===== src/shared/timer_two_cfg.svh =====
`ifndef TIMER_TWO_CFG_SVH
`define TIMER_TWO_CFG_SVH

// Register indices, one aligned 32-bit word each
`define IDX_CONTROL         8'hC8
`define IDX_MODE            8'hC9
`define IDX_RCMP_LOW        8'hCA
`define IDX_RCMP_HIGH       8'hCB
`define IDX_COUNT_LOW       8'hCC
`define IDX_COUNT_HIGH      8'hCD
`define IDX_CAPTURE_CTRL    8'hD0
`define IDX_CAPTURE0        8'hD4
`define IDX_CAPTURE1        8'hD8
`define IDX_CAPTURE2        8'hDC
`define IDX_IRQ_STATUS      8'hE0
`define IDX_IRQ_MASK        8'hE4
`define IDX_IRQ_ENABLE      8'hE8

// Byte addresses: four times the index
`define ADDR_CONTROL        {`IDX_CONTROL, 2'b00}
`define ADDR_MODE           {`IDX_MODE, 2'b00}
`define ADDR_RCMP_LOW       {`IDX_RCMP_LOW, 2'b00}
`define ADDR_RCMP_HIGH      {`IDX_RCMP_HIGH, 2'b00}
`define ADDR_COUNT_LOW      {`IDX_COUNT_LOW, 2'b00}
`define ADDR_COUNT_HIGH     {`IDX_COUNT_HIGH, 2'b00}
`define ADDR_CAPTURE_CTRL   {`IDX_CAPTURE_CTRL, 2'b00}
`define ADDR_CAPTURE0       {`IDX_CAPTURE0, 2'b00}
`define ADDR_CAPTURE1       {`IDX_CAPTURE1, 2'b00}
`define ADDR_CAPTURE2       {`IDX_CAPTURE2, 2'b00}
`define ADDR_IRQ_STATUS     {`IDX_IRQ_STATUS, 2'b00}
`define ADDR_IRQ_MASK       {`IDX_IRQ_MASK, 2'b00}
`define ADDR_IRQ_ENABLE     {`IDX_IRQ_ENABLE, 2'b00}

// Prescaler terminal counts, divide ratio minus one
`define DIV_LAST_1          9'h000
`define DIV_LAST_4          9'h003
`define DIV_LAST_16         9'h00F
`define DIV_LAST_32         9'h01F
`define DIV_LAST_64         9'h03F
`define DIV_LAST_128        9'h07F
`define DIV_LAST_256        9'h0FF
`define DIV_LAST_512        9'h1FF

// Control register fields
`define CTL_FLAG_BIT        7
`define CTL_RUN_BIT         2
`define CTL_MODE_BIT        0
`define CTL_WRITE_MASK      8'h85

// Mode register fields
`define MOD_RELOAD_EN_BIT   7
`define MOD_PRESCALE_HI     6
`define MOD_PRESCALE_LO     4
`define MOD_CAP_CLEAR_BIT   3
`define MOD_CMP_CLEAR_BIT   2
`define MOD_TRIG_HI         1
`define MOD_TRIG_LO         0

// Reset values
`define RESET_BYTE          8'h00
`define RESET_WORD          16'h0000
`define COUNT_MAX           16'hFFFF

// Interrupt status bit positions
`define IRQ_FLAG_BIT        0
`define IRQ_CAP_LO          1
`define IRQ_WIDTH           4

// Bus answers
`define RESP_OKAY           2'b00
`define RESP_SLVERR         2'b10

`endif


===== src/shared/timer_two_pkg.sv =====
`default_nettype none
package timer_two_pkg;
    typedef logic [7:0]  byte_t;
    typedef logic [15:0] count_t;
    typedef logic [2:0]  prescale_t;
endpackage : timer_two_pkg
`default_nettype wire


===== src/verilog/timer2_reload_compare_unit.sv =====
// How it works
// - Counter is 16 bits, high and low bytes, both software read/write.
// - Control bit 0 picks auto-reload (0) or compare (1) mode.
// - Counter advances only while run bit (control bit 2) is set.
// - Mode bits 6:4 pick prescale 1,4,16,32,64,128,256,512.
// - Flag at control bit 7 sets on overflow or compare match.
// - Interrupt requested while flag, timer enable and global enable set.
// - Reload trigger copies reload value only when mode bit 7 set.
// - Trigger select: 00 overflow, 01..11 capture channel 0..2.
// - Auto-reload mode with mode bit 3: capture clears counter.
// - Compare mode with mode bit 2: match clears counter.
// - Reload/compare low byte serves as compare or reload low byte.
// - Three capture channels, each with its own 16-bit capture pair.
// - Compare match on the tick where counter plus one equals reload/compare bytes.
// - Reload/compare high byte serves as compare or reload high byte.
// - With capture clear set, capture clears only, no reload.
// - Enabled channel event copies running count into its capture pair.
//
// The implementer's own choice: register access over AXI4-Lite.
`timescale 1ns/100ps
`include "timer_two_cfg.svh"
`default_nettype none

module timer2_reload_compare_unit (
    input  wire logic        aclk,          // System clock
    input  wire logic        aresetn,       // Sync reset, active low
    input  wire logic [9:0]  s_axi_awaddr,  // Write address
    input  wire logic        s_axi_awvalid, // Write address valid
    output logic             s_axi_awready, // Write address ready
    input  wire logic [31:0] s_axi_wdata,   // Write data
    input  wire logic [3:0]  s_axi_wstrb,   // Write strobes
    input  wire logic        s_axi_wvalid,  // Write data valid
    output logic             s_axi_wready,  // Write data ready
    output logic [1:0]       s_axi_bresp,   // Write response
    output logic             s_axi_bvalid,  // Write response valid
    input  wire logic        s_axi_bready,  // Write response ready
    input  wire logic [9:0]  s_axi_araddr,  // Read address
    input  wire logic        s_axi_arvalid, // Read address valid
    output logic             s_axi_arready, // Read address ready
    output logic [31:0]      s_axi_rdata,   // Read data
    output logic [1:0]       s_axi_rresp,   // Read response
    output logic             s_axi_rvalid,  // Read data valid
    input  wire logic        s_axi_rready,  // Read data ready
    input  wire logic [2:0]  capture_event, // Capture pulses, per channel
    output logic             timer_irq,     // Gated timer interrupt request
    output logic             irq            // Masked sticky-status interrupt
);

    timer_two_pkg::byte_t     timer_two_control;
    timer_two_pkg::byte_t     timer_two_mode;
    timer_two_pkg::byte_t     reload_compare_low;
    timer_two_pkg::byte_t     reload_compare_high;
    timer_two_pkg::byte_t     count_high_byte;
    timer_two_pkg::byte_t     count_low_byte;
    logic [2:0]               capture_enable;
    timer_two_pkg::count_t    capture_value [3];
    logic [1:0]               irq_enable;
    logic [`IRQ_WIDTH-1:0]    irq_status;
    logic [`IRQ_WIDTH-1:0]    irq_mask;
    logic [8:0]               prescale_count;
    logic                     tick;
    logic [9:0]               aw_addr;
    logic                     aw_held;
    logic [31:0]              w_data;
    logic [3:0]               w_strb;
    logic                     w_held;
    logic                     wr_fire;
    logic                     rd_fire;

    // Divide ratio minus one for a prescale code
    function automatic logic [8:0] div_limit(
        input timer_two_pkg::prescale_t code);
        unique case (code)
            3'b000:  div_limit = `DIV_LAST_1;
            3'b001:  div_limit = `DIV_LAST_4;
            3'b010:  div_limit = `DIV_LAST_16;
            3'b011:  div_limit = `DIV_LAST_32;
            3'b100:  div_limit = `DIV_LAST_64;
            3'b101:  div_limit = `DIV_LAST_128;
            3'b110:  div_limit = `DIV_LAST_256;
            3'b111:  div_limit = `DIV_LAST_512;
        endcase
    endfunction : div_limit

    // Byte lane 0 write of an address
    function automatic logic hit(input logic [9:0] a, input logic [9:0] r);
        hit = wr_fire && (a == r) && w_strb[0];
    endfunction : hit

    wire logic        run       = timer_two_control[`CTL_RUN_BIT];
    wire logic        cmp_mode  = timer_two_control[`CTL_MODE_BIT];
    wire timer_two_pkg::count_t count =
        {count_high_byte, count_low_byte};
    wire timer_two_pkg::count_t rcmp =
        {reload_compare_high, reload_compare_low};
    wire logic [2:0]  cap_hit   = capture_event & capture_enable;
    wire logic        overflow  = tick && count == `COUNT_MAX;
    wire logic        match     = tick && cmp_mode
                                  && (count + 16'h0001) == rcmp;
    wire logic [1:0]  trig_sel  =
        timer_two_mode[`MOD_TRIG_HI:`MOD_TRIG_LO];
    wire logic        trig_cap  = trig_sel != 2'b00
                                  && cap_hit[trig_sel - 2'b01];
    wire logic        cap_clear = !cmp_mode && |cap_hit
                                  && timer_two_mode[`MOD_CAP_CLEAR_BIT];
    wire logic        reload    = timer_two_mode[`MOD_RELOAD_EN_BIT]
                                  && (trig_sel == 2'b00 ? overflow
                                                        : trig_cap);

    // Prescaler producing one tick per selected ratio, only while running
    always_ff @(posedge aclk) begin
        if (!aresetn || !run) begin
            prescale_count <= 9'h000;
            tick           <= 1'b0;
        end else if (prescale_count >= div_limit(timer_two_mode[
                `MOD_PRESCALE_HI:`MOD_PRESCALE_LO])) begin
            prescale_count <= 9'h000;
            tick           <= 1'b1;
        end else begin
            prescale_count <= prescale_count + 9'h001;
            tick           <= 1'b0;
        end
    end

    // Counter update: clear, reload, software write, count
    always_ff @(posedge aclk) begin
        if (!aresetn) begin
            count_high_byte <= `RESET_BYTE;
            count_low_byte  <= `RESET_BYTE;
        end else if (cap_clear) begin
            count_high_byte <= `RESET_BYTE;
            count_low_byte  <= `RESET_BYTE;
        end else if (match && timer_two_mode[`MOD_CMP_CLEAR_BIT]) begin
            count_high_byte <= `RESET_BYTE;
            count_low_byte  <= `RESET_BYTE;
        end else if (reload && !cmp_mode) begin
            count_high_byte <= reload_compare_high;
            count_low_byte  <= reload_compare_low;
        end else begin
            if (tick && run) begin
                {count_high_byte, count_low_byte} <= count + 16'h0001;
            end
            if (hit(aw_addr, `ADDR_COUNT_HIGH)) begin
                count_high_byte <= w_data[7:0];
            end
            if (hit(aw_addr, `ADDR_COUNT_LOW)) begin
                count_low_byte <= w_data[7:0];
            end
        end
    end

    // Capture registers copy the running count per channel
    always_ff @(posedge aclk) begin
        if (!aresetn) begin
            for (int i = 0; i < 3; i++) begin
                capture_value[i] <= `RESET_WORD;
            end
        end else begin
            for (int i = 0; i < 3; i++) begin
                if (cap_hit[i]) begin
                    capture_value[i] <= count;
                end
            end
        end
    end

    // Control register: flag set by hardware wins over software clear
    always_ff @(posedge aclk) begin
        if (!aresetn) begin
            timer_two_control <= `RESET_BYTE;
        end else begin
            if (hit(aw_addr, `ADDR_CONTROL)) begin
                timer_two_control <= w_data[7:0] & `CTL_WRITE_MASK;
            end
            if (overflow || match) begin
                timer_two_control[`CTL_FLAG_BIT] <= 1'b1;
            end
        end
    end

    // Configuration registers written by software
    always_ff @(posedge aclk) begin
        if (!aresetn) begin
            timer_two_mode      <= `RESET_BYTE;
            reload_compare_low  <= `RESET_BYTE;
            reload_compare_high <= `RESET_BYTE;
            capture_enable      <= 3'b000;
            irq_mask            <= {`IRQ_WIDTH{1'b0}};
            irq_enable          <= 2'b00;
        end else begin
            if (hit(aw_addr, `ADDR_MODE)) begin
                timer_two_mode <= w_data[7:0];
            end
            if (hit(aw_addr, `ADDR_RCMP_LOW)) begin
                reload_compare_low <= w_data[7:0];
            end
            if (hit(aw_addr, `ADDR_RCMP_HIGH)) begin
                reload_compare_high <= w_data[7:0];
            end
            if (hit(aw_addr, `ADDR_CAPTURE_CTRL)) begin
                capture_enable <= w_data[2:0];
            end
            if (hit(aw_addr, `ADDR_IRQ_MASK)) begin
                irq_mask <= w_data[`IRQ_WIDTH-1:0];
            end
            if (hit(aw_addr, `ADDR_IRQ_ENABLE)) begin
                irq_enable <= w_data[1:0];
            end
        end
    end

    // Sticky event status, cleared by a read; new events win
    always_ff @(posedge aclk) begin
        if (!aresetn) begin
            irq_status <= {`IRQ_WIDTH{1'b0}};
        end else begin
            if (rd_fire && s_axi_araddr == `ADDR_IRQ_STATUS) begin
                irq_status <= {`IRQ_WIDTH{1'b0}};
            end
            if (overflow || match) begin
                irq_status[`IRQ_FLAG_BIT] <= 1'b1;
            end
            for (int i = 0; i < 3; i++) begin
                if (cap_hit[i]) begin
                    irq_status[`IRQ_CAP_LO + i] <= 1'b1;
                end
            end
        end
    end

    // Interrupt outputs, registered
    always_ff @(posedge aclk) begin
        if (!aresetn) begin
            timer_irq <= 1'b0;
            irq       <= 1'b0;
        end else begin
            timer_irq <= timer_two_control[`CTL_FLAG_BIT]
                         && irq_enable[0] && irq_enable[1];
            irq       <= |(irq_status & irq_mask);
        end
    end

    assign wr_fire = aw_held && w_held && !s_axi_bvalid;
    assign rd_fire = s_axi_arvalid && s_axi_arready;

    // Write channel: hold address and data, answer after both
    always_ff @(posedge aclk) begin
        if (!aresetn) begin
            aw_held       <= 1'b0;
            w_held        <= 1'b0;
            aw_addr       <= 10'h000;
            w_data        <= 32'h0000_0000;
            w_strb        <= 4'h0;
            s_axi_awready <= 1'b1;
            s_axi_wready  <= 1'b1;
            s_axi_bvalid  <= 1'b0;
            s_axi_bresp   <= `RESP_OKAY;
        end else begin
            if (s_axi_awvalid && s_axi_awready) begin
                aw_addr       <= s_axi_awaddr;
                aw_held       <= 1'b1;
                s_axi_awready <= 1'b0;
            end
            if (s_axi_wvalid && s_axi_wready) begin
                w_data       <= s_axi_wdata;
                w_strb       <= s_axi_wstrb;
                w_held       <= 1'b1;
                s_axi_wready <= 1'b0;
            end
            if (wr_fire) begin
                s_axi_bvalid <= 1'b1;
                s_axi_bresp  <= valid_addr(aw_addr) ? `RESP_OKAY
                                                    : `RESP_SLVERR;
            end
            if (s_axi_bvalid && s_axi_bready) begin
                s_axi_bvalid  <= 1'b0;
                aw_held       <= 1'b0;
                w_held        <= 1'b0;
                s_axi_awready <= 1'b1;
                s_axi_wready  <= 1'b1;
            end
        end
    end

    // Mapped-address check
    function automatic logic valid_addr(input logic [9:0] a);
        unique case (a)
            `ADDR_CONTROL, `ADDR_MODE, `ADDR_RCMP_LOW, `ADDR_RCMP_HIGH,
            `ADDR_COUNT_LOW, `ADDR_COUNT_HIGH, `ADDR_CAPTURE_CTRL,
            `ADDR_CAPTURE0, `ADDR_CAPTURE1, `ADDR_CAPTURE2,
            `ADDR_IRQ_STATUS, `ADDR_IRQ_MASK,
            `ADDR_IRQ_ENABLE: valid_addr = 1'b1;
            default:          valid_addr = 1'b0;
        endcase
    endfunction : valid_addr

    // Read channel: one read at a time, data one cycle after address
    always_ff @(posedge aclk) begin
        if (!aresetn) begin
            s_axi_arready <= 1'b1;
            s_axi_rvalid  <= 1'b0;
            s_axi_rdata   <= 32'h0000_0000;
            s_axi_rresp   <= `RESP_OKAY;
        end else if (rd_fire) begin
            s_axi_arready <= 1'b0;
            s_axi_rvalid  <= 1'b1;
            s_axi_rresp   <= valid_addr(s_axi_araddr) ? `RESP_OKAY
                                                      : `RESP_SLVERR;
            unique case (s_axi_araddr)
                `ADDR_CONTROL:      s_axi_rdata <= {24'h0, timer_two_control};
                `ADDR_MODE:         s_axi_rdata <= {24'h0, timer_two_mode};
                `ADDR_RCMP_LOW:     s_axi_rdata <= {24'h0, reload_compare_low};
                `ADDR_RCMP_HIGH:    s_axi_rdata <= {24'h0, reload_compare_high};
                `ADDR_COUNT_LOW:    s_axi_rdata <= {24'h0, count_low_byte};
                `ADDR_COUNT_HIGH:   s_axi_rdata <= {24'h0, count_high_byte};
                `ADDR_CAPTURE_CTRL: s_axi_rdata <= {29'h0, capture_enable};
                `ADDR_CAPTURE0:     s_axi_rdata <= {16'h0, capture_value[0]};
                `ADDR_CAPTURE1:     s_axi_rdata <= {16'h0, capture_value[1]};
                `ADDR_CAPTURE2:     s_axi_rdata <= {16'h0, capture_value[2]};
                `ADDR_IRQ_STATUS:   s_axi_rdata <= {28'h0, irq_status};
                `ADDR_IRQ_MASK:     s_axi_rdata <= {28'h0, irq_mask};
                `ADDR_IRQ_ENABLE:   s_axi_rdata <= {30'h0, irq_enable};
                default:            s_axi_rdata <= 32'h0000_0000;
            endcase
        end else if (s_axi_rvalid && s_axi_rready) begin
            s_axi_rvalid  <= 1'b0;
            s_axi_arready <= 1'b1;
        end
    end

endmodule : timer2_reload_compare_unit

`default_nettype wire


===== config.mk =====
export PLATFORM = sky130hd
export DESIGN_NAME = timer2_reload_compare_unit
export DESIGN_NICKNAME = d
export VERILOG_FILES = /design/src/shared/timer_two_pkg.sv /design/src/verilog/timer2_reload_compare_unit.sv
export VERILOG_INCLUDE_DIRS = /design/src /design/src/shared
export SDC_FILE = /design/constraint.sdc
export NUM_CORES = 1
export LEC_CHECK = 0
export ABC_AREA = 1
export BUFFER_PORTS_ARGS = -buffer_cell sky130_fd_sc_hd__buf_2
export CELL_PAD_IN_SITES_DETAIL_PLACEMENT = 0
export CELL_PAD_IN_SITES_GLOBAL_PLACEMENT = 1
export CORE_ASPECT_RATIO = 0.6
export CORE_UTILIZATION = 40
export CTS_BUF_LIST = sky130_fd_sc_hd__clkbuf_2
export DETAILED_ROUTE_END_ITERATION = 7
export PLACE_DENSITY_LB_ADDON = 0.1
export SYNTH_ARGS = -nofsm -noshare
export SYNTH_HDL_FRONTEND = slang
export SYNTH_SLANG_ARGS = --single-unit

===== constraint.sdc =====
create_clock -name aclk -period 2.2 [get_ports aclk]
set_input_delay 0.33 -clock aclk [delete_from_list [all_inputs] [get_ports aclk]]
set_output_delay 0.33 -clock aclk [all_outputs]
set_load 0.02 [all_outputs]

==> results.cfg <==
[outcome]
status = complete, no violations

[power_and_ir_drop]
power.total_w = 0.005626
p_int_w = 0.004144
power_density_mw_per_mm2 = 535.2
clockPowerShare_pct = 34.0
sequentialPowerShare_pct = 58.5
switching_share_pct = 26.34
ir_worst_vdd_mv = 0.3529
switchingPower_w = 0.001482
p_leak_nw = 4.450
pwr-share-comb_pct = 7.5

[clock_tree]
clk_pin_slew_worst_paths_ps = 260
cts_buffers = 17
cts_tree = yes
cts.path.max_buffers = 2
clk_latency_ps = 820
cts_root_buf = clkbuf_2
cts_num_sinks = 167
h-tree-depth = 4

[sta]
worstMarginPinSlew_ps = 594.0
slew_headroom_pct = 60.30
fin_worst_skew_ps = 48.25
post-route-period-util_pct = 98.53
clock.fmax_ghz = 0.4613
setup_slack_ps = 32.33
period_minus_slack_ps = 2168
slew_violations = 0
rsz0062_at_grt = true
setup_viol_count_final = 0
finalHoldViolCount = 0

[detailed_routing]
vias = 8363
drtIter0Drc = 756
routedWlPerCell_um = 17.21
drtAntennaViolNets = 0
drt-total-wl_um = 28080
dr.pass1.iters = 6
drc = 0
viasPerCell = 5.124

[die]
die_x_um = 190.2
coreArea_sq_mm = 0.02042
io_pins = 109
dieHeight_um = 114.9
start_util_pct = 41.62
rows = 40
dieArea_sq_mm = 0.02185

[placed_design]
placedCellCount = 1562
gp_routability_congestion = 0.9288
numPortBuffers = 63
place_ws_ps = -162.3
hpwl_um = 21340

[final_layout]
stdcell_count = 1632
area_delta_synth_final_pct = 23.67
multi_input_area_sq_mm = 0.004081
fin_util_pct = 51.48
seqCellArea_sq_mm = 0.003836
drive_above_1_share_pct = 18.84
fill_cells = 2071
fin_nets = 1425
n_antenna_cell = 0

[synthesis]
syn-instance-count = 1168
yosysTopAreaCellShare_pct = 28.03
synthArstFlopShare_pct = 0
synth_top_flop_cell = dfxtp_1
ys_warn_count = 0
synth.avg_cell_area_sq_um = 7.277
ys_seq_elements = 167
synth-edff-count = 48
syn_area_sq_mm = 0.008499
yosys-top-cells-count = nand2_1, nor2_1, inv_1
synth_area_leaders = dfxtp_1, edfxtp_1, nand2_1, nor2_1, inv_1
yosysMostFrequentCell = nand2_1
synth_cell_types = 48
synth_top_area_cell = dfxtp_1
ys_seq_area_share_pct = 44.99

[global_route]
antenna_found_initial = 0
grt.total_usage_pct = 26.19
grt_max_degree = 30
gr-total-overflow = 0
grt_pass1_wl_um = 42390
grt_pass1_vias = 7255

[worst_setup_path]
critical_path_class = reg -> reg
worst_ep_arrival_time_ps = 2910
critical-path-top-delay-family = simple AND/OR/NAND/NOR gates
reg2reg_slack_ps = 30
critPathLaunchType = register
cp_max_fo = 8
slowest_delay_ps = 440
regToRegStartpoint = count_low_byte[0]
path_cells = ha_4, inv_2, nor2_4, buf_6, nand2_1, nand2_2, nand2_1, nand2_2, nand2_1, nor2_2, nand3_2, nor2_2, nand3_1, nand2_2, clkbuf_16, nor2_1
startpoint = count_low_byte[0]
crit_required_ps = 2940
endpoint_kind = register
cp_slowest_cell = dfxtp_4
worstPathBufferInverterCount = 3

[flow_run]
cap_violations = 0

[hold_path]
hold_path_class = in -> reg
hp-start = s_axi_awvalid
## metal layers
layer | GRT usage, % | wire, um
met1 | 42.60 | 14620
met2 | 34.50 | 10590
met3 | 5.006 | 2606
met4 | 5.493 | 264
met5 | 0 | 0
## cell usage in the layout (no fill, tap or decap), drive strengths merged
cell type and instances:
a211oi 8, a21oi 87, a31oi 2, a41oi 1, and3 2, buf 156
bufinv 4, clkbuf 21, clkinv 5, clkinvlp 3, conb 18, dfxtp 119
dlygate4sd3 32, edfxtp 48, ha 13, inv 137, nand2 301, nand3 91
nand3b 4, nand4 16, nor2 153, nor3 14, nor3b 1, nor4 5
o2111ai 1, o211ai 2, o21a 1, o21ai 98, o21bai 1, o22ai 6
o2bb2ai 1, or2 1, xnor2 1, xnor3 1, xor2 5
## logic make-up (layout without fill, tap and decap cells)
kind of cell,after synthesis,in the layout,share of synthesized area [%]
adder cells (fa/ha/maj),13,13,1.914
XOR/XNOR,7,7,0.8832
buffers and inverters,184,358,9.436
AND/OR/NAND/NOR,588,588,29.60
other,1,18,0.04412
AO/OA/AOI/OAI,208,208,13.13
flip-flops,167,167,44.99
## per-stage QoR
step	instance area, sq um	hold WS [ps]	TNS (ps)
final	10510	64.47	0
after global routing	10510	140.4	-937.9
after CTS	10300	11.15	0
after detailed placement	9656	452.7	-1841
after global placement	9656	450.0	-967.8
after floorplan	8563	429.7	0
## worst reg2reg max path, cell delays in order (launching register included)
cell and delay, ps:
dfxtp_4 440, ha_4 150, inv_2 50, nor2_4 200, buf_6 120, nand2_1 70
nand2_2 80, nand2_1 60, nand2_2 70, nand2_1 70, nor2_2 90, nand3_2 90
nor2_2 130, nand3_1 90, nand2_2 150, clkbuf_16 200, nor2_1 40
## worst paths after layout
check | end | cells after the start
setup / recovery | count_high_byte[3] | 16
hold / removal | s_axi_awready | 4
setup reg to reg | count_high_byte[3] | 16
hold reg to reg | s_axi_rdata[2] | 2
## state kept, by name, summed over array words and instances (netlist names), 9 cells and up, named ones only
register and flops:
capture_value 48, prescale_count 9, s_axi_rdata 16, aw_addr 10
## area by class of cell
type / count / area share (%)
clock buffer: 20 / 0.9523
clock inverter: 12 / 1.690
inverter: 137 / 5.011
multi-input combinational: 834 / 38.83
sequential: 167 / 36.50
tap: 273 / 3.250
timing repair buffer: 189 / 13.77
## power groups by stage
stage	clock [W]	combinational, W	sequential, W
6_report	0.00191	0.000421	0.00329
5_1_grt	0.00207	0.000464	0.00330
4_1_cts	0.00195	0.000410	0.00329
3_5_place_dp	0	0.000363	0.00335
3_3_place_gp	0	0.000360	0.00335
2_1_floorplan	0	0.000225	0.00334
## repair_timing
item	in CTS	in global routing
resized for setup	7	52
hold endpoints to repair	55	0
setup buffers	3	3
pin swaps	1	16
cloned	0	1
hold buffers	32	0
endpoints found under the setup margin	18	19
(Power assumes the default switching activity.)
